===== config.mk =====
export PLATFORM = sky130hd
export DESIGN_NAME = power_budget_capability_regs
export DESIGN_NICKNAME = d
export VERILOG_FILES = /design/src/rtl/pwr_budget_pkg.sv /design/src/rtl/power_budget_capability_regs.sv
export VERILOG_INCLUDE_DIRS = /design/src /design/src/rtl
export SDC_FILE = /design/constraint.sdc
export NUM_CORES = 1
export LEC_CHECK = 0
export ABC_CLOCK_PERIOD_IN_PS = 2600
export BUFFER_PORTS_ARGS = -buffer_cell sky130_fd_sc_hd__buf_2
export CAP_MARGIN = 20
export CORE_ASPECT_RATIO = 0.75
export CORE_UTILIZATION = 30
export CTS_CLUSTER_DIAMETER = 100
export DETAILED_ROUTE_END_ITERATION = 10
export PLACE_DENSITY = 0.59
export SYNTH_ARGS = -nofsm -noshare
export SYNTH_HDL_FRONTEND = slang
export SYNTH_SLANG_ARGS = --single-unit

===== constraint.sdc =====
create_clock -name clk_sys_i -period 2.6 [get_ports clk_sys_i]
set_clock_uncertainty 0.05 [all_clocks]
set_input_delay 0.26 -clock clk_sys_i [delete_from_list [all_inputs] [get_ports clk_sys_i]]
set_output_delay 0.26 -clock clk_sys_i [all_outputs]
set_load 0.02 [all_outputs]

===== src/rtl/pwr_budget_params.svh =====
`ifndef PWR_BUDGET_PARAMS_SVH
`define PWR_BUDGET_PARAMS_SVH

// ==========================================================
// Register offsets (byte addresses)
`define PB_OFS_HEADER 12'h20C
`define PB_OFS_SELECT 12'h210
`define PB_OFS_VALUE 12'h214
`define PB_OFS_INCL 12'h218
`define PB_OFS_PRELOAD_VAL 12'h300
`define PB_OFS_PRELOAD_INCL 12'h304

// ==========================================================
// Header fields
`define PB_CAP_ID 16'h0004
`define PB_CAP_VER 4'h1
`define PB_NEXT_UP 12'h230
`define PB_NEXT_DN 12'h220

// ==========================================================
// Index values and field defaults
`define PB_SEL_MAX 8'h00
`define PB_SEL_SUST 8'h01
`define PB_SEL_RST 8'h00
`define PB_WATT_RST 8'h04
`define PB_SCALE_RST 2'h0
`define PB_SUB_RST 3'h0
`define PB_LEVEL_RST 2'h0
`define PB_TYPE_MAX 3'h7
`define PB_TYPE_SUST 3'h3
`define PB_RAIL_RST 3'h2
`define PB_INCL_RST 1'h0

`endif


===== src/rtl/pwr_budget_pkg.sv =====
package pwr_budget_pkg;

	typedef struct packed {
		logic [7:0] sel;
		logic [7:0] watt;
		logic [1:0] scale;
		logic [1:0] level;
		logic incl;
		logic [31:0] rdata;
		logic [1:0] up_sync;
	} state_s;

endpackage


===== src/rtl/power_budget_capability_regs.sv =====
`timescale 1ns/1ps
`default_nettype none
`include "pwr_budget_params.svh"

// How it works
// - Header low half reads capability ID 0004
// - Header bits 19:16 read version one
// - Next pointer 230h upstream, 220h downstream
// - Selector holds eight-bit index, resets zero
// - Index zero maximum, index one sustained
// - Other index values read all zero
// - Bits 7:0 base wattage, default 04h
// - Bits 9:8 scale, default 00b
// - Bits 12:10 sub-state, default 000b
// - Bits 14:13 power level, default 00b
// - Bits 17:15 condition type, 111b at index zero, 011b at index one
// - Bits 20:18 supply rail, default 010b
// - Management preload replaces wattage, scale, level and inclusion defaults, software read-only
// - Inclusion bit read-only, resets zero
module power_budget_capability_regs (
	// Clock and reset
	input wire logic clk_sys_i,
	input wire logic sys_rst_i,
	// Port role pin, high on upstream port
	input wire logic upstream_i,
	// Software register port
	input wire logic [11:0] addr_i,
	input wire logic [31:0] wdata_i,
	input wire logic wr_i,
	input wire logic rd_i,
	output logic [31:0] rdata_o,
	// Management preload port
	input wire logic mgmt_wr_i,
	input wire logic [11:0] mgmt_addr_i,
	input wire logic [31:0] mgmt_wdata_i
);

	// ==========================================================
	// State
	pwr_budget_pkg::state_s st_r;
	pwr_budget_pkg::state_s st_nxt;

	function automatic logic [31:0] entry_word(
		input logic [7:0] sel,
		input logic [7:0] watt,
		input logic [1:0] scale,
		input logic [1:0] level);
		logic [2:0] ctype;
		ctype = (sel == `PB_SEL_MAX) ? `PB_TYPE_MAX : `PB_TYPE_SUST;
		if (sel == `PB_SEL_MAX || sel == `PB_SEL_SUST) begin
			entry_word = {11'h0, `PB_RAIL_RST, ctype, level,
				`PB_SUB_RST, scale, watt};
		end else begin
			entry_word = 32'h00000000;
		end
	endfunction

	// ==========================================================
	// Next state
	always_comb begin
		st_nxt = st_r;
		// Role pin is a strap from outside, two flops before use
		st_nxt.up_sync = {st_r.up_sync[0], upstream_i};
		if (wr_i && addr_i == `PB_OFS_SELECT) begin
			st_nxt.sel = wdata_i[7:0];
		end
		// Only the management side can change these; software cannot
		if (mgmt_wr_i && mgmt_addr_i == `PB_OFS_PRELOAD_VAL) begin
			st_nxt.watt = mgmt_wdata_i[7:0];
			st_nxt.scale = mgmt_wdata_i[9:8];
			st_nxt.level = mgmt_wdata_i[14:13];
		end
		if (mgmt_wr_i && mgmt_addr_i == `PB_OFS_PRELOAD_INCL) begin
			st_nxt.incl = mgmt_wdata_i[0];
		end
		st_nxt.rdata = 32'h00000000;
		if (rd_i) begin
			case (addr_i)
				`PB_OFS_HEADER: begin
					st_nxt.rdata = {st_r.up_sync[1] ? `PB_NEXT_UP : `PB_NEXT_DN,
						`PB_CAP_VER, `PB_CAP_ID};
				end
				`PB_OFS_SELECT: begin
					st_nxt.rdata = {24'h000000, st_r.sel};
				end
				`PB_OFS_VALUE: begin
					st_nxt.rdata = entry_word(st_r.sel, st_r.watt,
						st_r.scale, st_r.level);
				end
				`PB_OFS_INCL: begin
					st_nxt.rdata = {31'h0, st_r.incl};
				end
				default: begin
					st_nxt.rdata = 32'h00000000;
				end
			endcase
		end
	end

	// ==========================================================
	// Registers
	always_ff @(posedge clk_sys_i) begin
		if (sys_rst_i) begin
			st_r.sel <= `PB_SEL_RST;
			st_r.watt <= `PB_WATT_RST;
			st_r.scale <= `PB_SCALE_RST;
			st_r.level <= `PB_LEVEL_RST;
			st_r.incl <= `PB_INCL_RST;
			st_r.rdata <= 32'h00000000;
			st_r.up_sync <= 2'h0;
		end else begin
			st_r <= st_nxt;
		end
	end

	assign rdata_o = st_r.rdata;
endmodule
`default_nettype wire


======== Word level (Yosys, flattened, before mapping) ========
Index checks and enable logic that the tools add are counted.
word-level totals
  output and inout bits ................... 32
  input port bits ......................... 94
  flip-flop bits (word level) ............. 55
cells by class
  reduce and logical (&&, ||, !) cells .... 6
  muxes and demuxes ....................... 4
  eq/ne operators ......................... 7
  bitwise operators ....................... 1
operators with widths
  kind                  count
  $pmux 30 s4           1
  $eq 12x10->1 const B  6
  $mux 20               1
  $eq 8x1->1 const B    1
  $logic_not 8->1       1
  $mux 5                1
  $logic_and 1x1->1     3
  $mux 3                1
  $reduce_or 2->1       1
  $logic_or 1x1->1      1
  $not 1->1             1

======== Logic depth before layout (Yosys ltp) ========
Gate-level depths: netlist of the first run.
  depth after elaboration ................. 4
  depth in mapped cells ................... 6
  gate-level depth less buffers ........... 4

======== Worst setup path before layout of the first run ========
OpenSTA, ideal clock, no wires.
  path kind ............................... reg2reg
  from .................................... register st_r[54] (netlist name)
  to ...................................... register st_r (netlist bit rdata_o[16])
  path buffers ............................ 2
  path slack .............................. 1196 ps
  data required time ...................... 2427 ps
  arrival ................................. 1231 ps
  cell stages (with the launch flop) ...... 7
  setup time .............................. 123 ps
  path through ............................ dfxtp_1 nor4_1 and4b_1 buf_6 and3_1 buf_4 or2_2
on the way
  longest elaborated chain between the ends .. 4
  elaborated cells between the ends (all ways) .. 5
  those cells by class .................... eq/ne (1); mux (2); reduce/logical (2)
ends and longest elaborated chain
  what                                                                   RTL line                             source
  from (decl)                                                            power_budget_capability_regs.sv:40   pwr_budget_pkg::state_s st_r;
  from (signal assigned)                                                 power_budget_capability_regs.sv:112  st_r <= st_nxt;
  $eq 8x1->1 (no source line) / $logic_not 8->1 (equally long branches)  -
  $logic_or 1x1->1 (no source line) (*)                                  -
  $mux 20 (*)                                                            power_budget_capability_regs.sv:50   if (sel == `PB_SEL_MAX || sel == `PB_SEL_SUST) begin
  $pmux 30 s4 (*)                                                        power_budget_capability_regs.sv:78   case (addr_i)
Mark *: on every way between the ends. The rest lies on a longest branch, timed or not.
A chain may end at the register's enable or synchronous reset.

======== Worst setup path after layout of the first run ========
  from .................................... register st_r[54] (netlist name)
  to ...................................... register st_r (netlist bit rdata_o[14])
The elaborated chain is that of the path after synthesis.

==> results_dict.tcl, run 1 <==
set metrics [dict create \
    io_buffer_count 68 \
    h-tree-depth 2 \
    dieHeight_microns 68.0 \
    cts_resized 0 \
    slowest_delay_ps 410 \
    post_cts_buffers 0 \
    p_leak_nw 0.997 \
    peakVddDrop_mv 0.150 \
    post_drt_wl_per_cell_microns 11.2 \
    hold_violations 0 \
    start_util 0.319 \
    ant_nets 0 \
    setup_tns_ps 0 \
    grt_pass1_wl_microns 5240 \
    root_buffer "clkbuf_8" \
    io_pins 126 \
    cts_sinks 40 \
    worstHoldPathType "in2reg" \
    fin_crit_ps 1640 \
    cts_hold_buffers 0 \
    clockBufferDepth 2 \
    required_ps 2780 \
    holdWs_ps 123 \
    cp_data_arrival_time_ps 1830 \
    gp_congestion 0.681 \
    yosys.area.top_type_share 0.460 \
    area_growth_pct 18.6 \
    yosysWarnings 0 \
    avgSynthCellArea_sq_um 10.0 \
    routed_wirelength_microns 3390 \
    die_area_sq_um 6120 \
    dr.first_iter.drc_count 34 \
    ys_ff_latch 40 \
    drive_gt1_frac 0.381 \
    row_count 23 \
    power_density_nw_per_um2 594 \
    drt_pass1_iterations 4 \
    viasPerCell 4.08 \
    crit_path_top_delay_cell "and4b_1" \
    cp_max_fo 9 \
    syn-cell-area_sq_um 1740 \
    route.detailed.drc 0 \
    grt_overflow 0 \
    setup_violations 0 \
    timing.final.crit_share 0.633 \
    cp-end-kind "flip-flop" \
    crit_family "simple AND/OR/NAND/NOR gates" \
    status "finished, final reports clean" \
    gr-usage-all-layers 0.115 \
    clk_latency_ps 290 \
    maxCapViolations 0 \
    slew_violations 0 \
    yosysUniqueCellTypes 30 \
    cts_tree "built" \
    path_cells "nor4_1, and4b_1, and3_1, and2_1" \
    yosys.area.top_type "dfxtp_1" \
    cts_made_buffers 5 \
    fp.dieW_microns 90.0 \
    start_kind "flip-flop" \
    nets 319 \
    grt_setup_unrepaired "false" \
    path_clk_slew_ps 80 \
    seq_area_frac_synth 0.460 \
    grt_pass1_vias 1122 \
    core_area_sq_um 5470 \
    finalCoreUtilization 0.378 \
    antenna_found_initial 0 \
    crit_buf_inv 0 \
    grt_max_degree 25 \
    hpwlAfterDp_microns 2650 \
    crit_type "reg2reg" \
    vias 1232 \
    synthCells 174 \
    fmax_mhz 608 \
    ys_top_cells_by_area "dfxtp_1, buf_4, mux2i_1" \
]
-- per-layer routing --
layer  wire, microns  vias up  GRT usage
li1                -      645          -
met1            1670      528      0.138
met2            1350       52      0.172
met3             327        7     0.0556
met4              44        0     0.0665
met5               0        -          0
-- per-stage QoR --
stage                     total power [mW]  area (sq um)  setup slack (ps)  std cells
after floorplan                      0.679          1790              1200        186
after global routing                  1.29          2060               872        301
after detailed placement             0.708          1940               953        293
after global placement               0.708          1940               982        293
final                                 1.23          2070               955        302
after CTS                             1.25          2060               926        301
-- synth_stat cells, drive strengths merged --
cell	instances
a21oi	2
a22oi	6
a31oi	2
and2	6
and2b	1
and3	3
and4	1
and4b	2
and4bb	2
buf	36
clkbuf	2
conb	1
dfxtp	40
inv	1
mux2	1
mux2i	20
nand2	2
nand3	1
nand4	2
nor2	31
nor2b	4
nor3	2
nor4	2
nor4b	2
o21ai	1
or2	1
-- logic make-up (layout without fill, tap and decap cells) --
group | after synthesis | after routing | share of synthesized area
compound gates | 11 | 11 | 0.0417
buf+inv | 39 | 79 | 0.171
flops | 40 | 40 | 0.460
mux | 21 | 21 | 0.121
other cells | 1 | 14 | 0.00215
simple gates | 62 | 62 | 0.204
-- sequential cells by signal, summed over array words and instances, names as in the netlist --
signal and count:
st_r 22, st_nxt 1, rdata_o 17
-- worst reg2reg max path, stage by stage, from the launching register on --
cell and delay, ps:
dfxtp_1 340, nor4_1 260, and4b_1 410, and3_1 360, and2_1 170
-- power by group --
group	internal, mW	total (mW)	switching, mW
Sequential	0.613	0.614	0.000225
Combinational	0.0348	0.0796	0.0448
Clock	0.314	0.533	0.219
-- cells in the final DEF (no fill, tap or decap), types with 2 or more instances in the layout --
cell type	instances
nor3_1	2
buf_2	68
mux2i_1	20
conb_1	13
and4bb_2	2
and4b_1	2
nor4b_2	2
nor2_1	31
a21oi_1	2
a31oi_1	2
and2_1	6
buf_4	2
nor2b_1	4
nand2_1	2
and3_1	3
clkbuf_8	6
a22oi_1	6
dfxtp_1	40
-- worst paths after layout --
path	startpoint	to	slack [ps]	cells past startpoint
worst min register to register	st_nxt[1]$_SDFF_PP0_	st_r[1]$_SDFF_PP0_	390	1
worst min-delay path	upstream_i	st_nxt[1]$_SDFF_PP0_	120	2
worst max register to register	st_r[54]$_SDFFE_PP0P_	rdata_o[14]$_SDFF_PP0_	960	4
worst max-delay path	st_r[54]$_SDFFE_PP0P_	rdata_o[14]$_SDFF_PP0_	960	4
-- final cells by class --
| type | count | area, sq um |
|---|---|---|
| Sequential cell | 40 | 801 |
| Timing Repair Buffer | 70 | 355 |
| Clock inverter | 2 | 38.8 |
| Clock buffer | 6 | 82.6 |
| Tap cell | 75 | 93.8 |
| Fill cell | 565 | 3400 |
| Multi-Input combinational cell | 107 | 688 |
| Antenna cell | 1 | 2.50 |
| Inverter | 1 | 3.75 |
Power figures use the tool's default switching activity.
==> run 2, diff against run 1 <==
--- a/config.mk
+++ b/config.mk
@@ -6,7 +6,7 @@
 export SDC_FILE = /design/constraint.sdc
 export NUM_CORES = 1
 export LEC_CHECK = 0
-export ABC_CLOCK_PERIOD_IN_PS = 2600
+export ABC_CLOCK_PERIOD_IN_PS = 1550
 export BUFFER_PORTS_ARGS = -buffer_cell sky130_fd_sc_hd__buf_2
 export CAP_MARGIN = 20
 export CORE_ASPECT_RATIO = 0.75
==> constraint.sdc (replaced) <==
create_clock -name clk_sys_i -period 1.55 [get_ports clk_sys_i]
set_clock_uncertainty 0.05 [all_clocks]
set_input_delay 0.155 -clock clk_sys_i [delete_from_list [all_inputs] [get_ports clk_sys_i]]
set_output_delay 0.155 -clock clk_sys_i [all_outputs]
set_load 0.02 [all_outputs]
==> results_dict.tcl, run 2 (synthesis results as in run 1) <==
set metrics [dict create \
    grt_pass1_vias 1157 \
    antenna_found_initial 0 \
    grt_overflow 0 \
    hpwlAfterDp_microns 2700 \
    cts_hold_buffers 0 \
    setup_violations 0 \
    h-tree-depth 2 \
    cp_max_fo 7 \
    start_kind "flip-flop" \
    crit_family "simple AND/OR/NAND/NOR gates" \
    register_area_sq_um 801 \
    grt_max_degree 25 \
    row_count 23 \
    drt_pass1_iterations 4 \
    core_area_sq_um 5470 \
    dieHeight_microns 68.0 \
    hold_violations 0 \
    io_buffer_count 68 \
    top_layer_used "met4" \
    path_clk_slew_ps 70 \
    p_leak_nw 1.02 \
    crit_type "reg2reg" \
    fmax_mhz 703 \
    cts_made_buffers 5 \
    dp_cells 296 \
    wl_met1_microns 1630 \
    timing.final.crit_share 0.918 \
    gp_congestion 0.763 \
    nets 322 \
    routed_wirelength_microns 3450 \
    vias 1245 \
    slew_violations 0 \
    io_pins 126 \
    antennaDiodeCount 0 \
    largest_register_ffs 22 \
    grt_setup_unrepaired "false" \
    wl_met2_microns 1400 \
    status "finished, final reports clean" \
    dr.first_iter.drc_count 29 \
    fin_crit_ps 1420 \
    power_density_nw_per_um2 990 \
    root_buffer "clkbuf_8" \
    viasPerCell 4.10 \
    multi_input_area_sq_um 688 \
    crit_buf_inv 0 \
    gr-usage-all-layers 0.119 \
    post_drt_wl_per_cell_microns 11.3 \
    fp.dieW_microns 90.0 \
    final_common_cell "buf_2" \
    cts_tree "built" \
    clk_latency_ps 290 \
    die_area_sq_um 6120 \
    clockBufferDepth 2 \
    slowest_delay_ps 330 \
    maxCapViolations 0 \
    cp_data_arrival_time_ps 1600 \
    crit_path_top_delay_cell "dfxtp_1" \
    route.detailed.drc 0 \
    setup_tns_ps 0 \
    peakVddDrop_mv 0.275 \
    most-common-layout-cells "buf_2, dfxtp_1, nor2_1" \
    area_growth_pct 20.8 \
    path_cells "nor4_1, and4b_1, and3_1, and2_1" \
    cp-end-kind "flip-flop" \
    required_ps 1730 \
    fin_ws_ps 127 \
    cts_sinks 40 \
    fillers 574 \
    start_util 0.319 \
    cts_resized 0 \
    grt_pass1_wl_microns 5440 \
    worstHoldPathType "in2reg" \
    stdcell_count 304 \
    drive_gt1_frac 0.389 \
    ant_nets 0 \
    largest_register "st_r" \
    met3_length_microns 383 \
    post_cts_buffers 0 \
    place_ws_ps 109 \
]
[run 2: changes by cell type in the layout (fill, tap and decap cells not counted), sizes merged]
cell	before	now
clkinv	1	0
buf	70	73
clkbuf	6	7
diode	1	0
[run 2: path summary, 6_finish.rpt]
path	startpoint	to	slack, ps	cells after the start
setup / recovery	st_r[54]$_SDFFE_PP0P_	rdata_o[9]$_SDFF_PP0_	130	4
hold / removal	upstream_i	st_nxt[1]$_SDFF_PP0_	30	2
setup reg to reg	st_r[54]$_SDFFE_PP0P_	rdata_o[9]$_SDFF_PP0_	130	4
hold reg to reg	st_nxt[1]$_SDFF_PP0_	st_r[1]$_SDFF_PP0_	390	1
[run 2: per-layer routing]
layer,vias up,global-route usage
met3,5,0.0633
met5,-,0
li1,651,-
met1,532,0.144
met4,0,0.0565
met2,57,0.175
[run 2: final cells by class]
type                    count  share of cell area
inverters                   1             0.00178
clock buffers               7              0.0458
repair buffers             73               0.186
clock inverters             1              0.0143
multi-input cells         107               0.327
flip-flops and latches     40               0.381
well taps                  75              0.0446
[run 2: per-stage QoR]
stage	utilization	instance area (sq um)	hold WS, ps	power [mW]
2_1_floorplan	-	1790	177	1.14
3_3_place_gp	0.362	1980	327	1.19
3_5_place_dp	0.362	1980	323	1.19
4_1_cts	0.385	2100	21.1	2.11
5_1_grt	0.385	2100	42.6	2.18
6_report	0.385	2100	28.4	2.08
[run 2: power by group]
part	leakage [nW]	switching [mW]	internal (mW)	total [mW]
sequential	0.322	0.000415	1.03	1.03
combinational	0.631	0.0763	0.0600	0.136
clock	0.0645	0.349	0.568	0.917
total	1.02	0.425	1.66	2.08
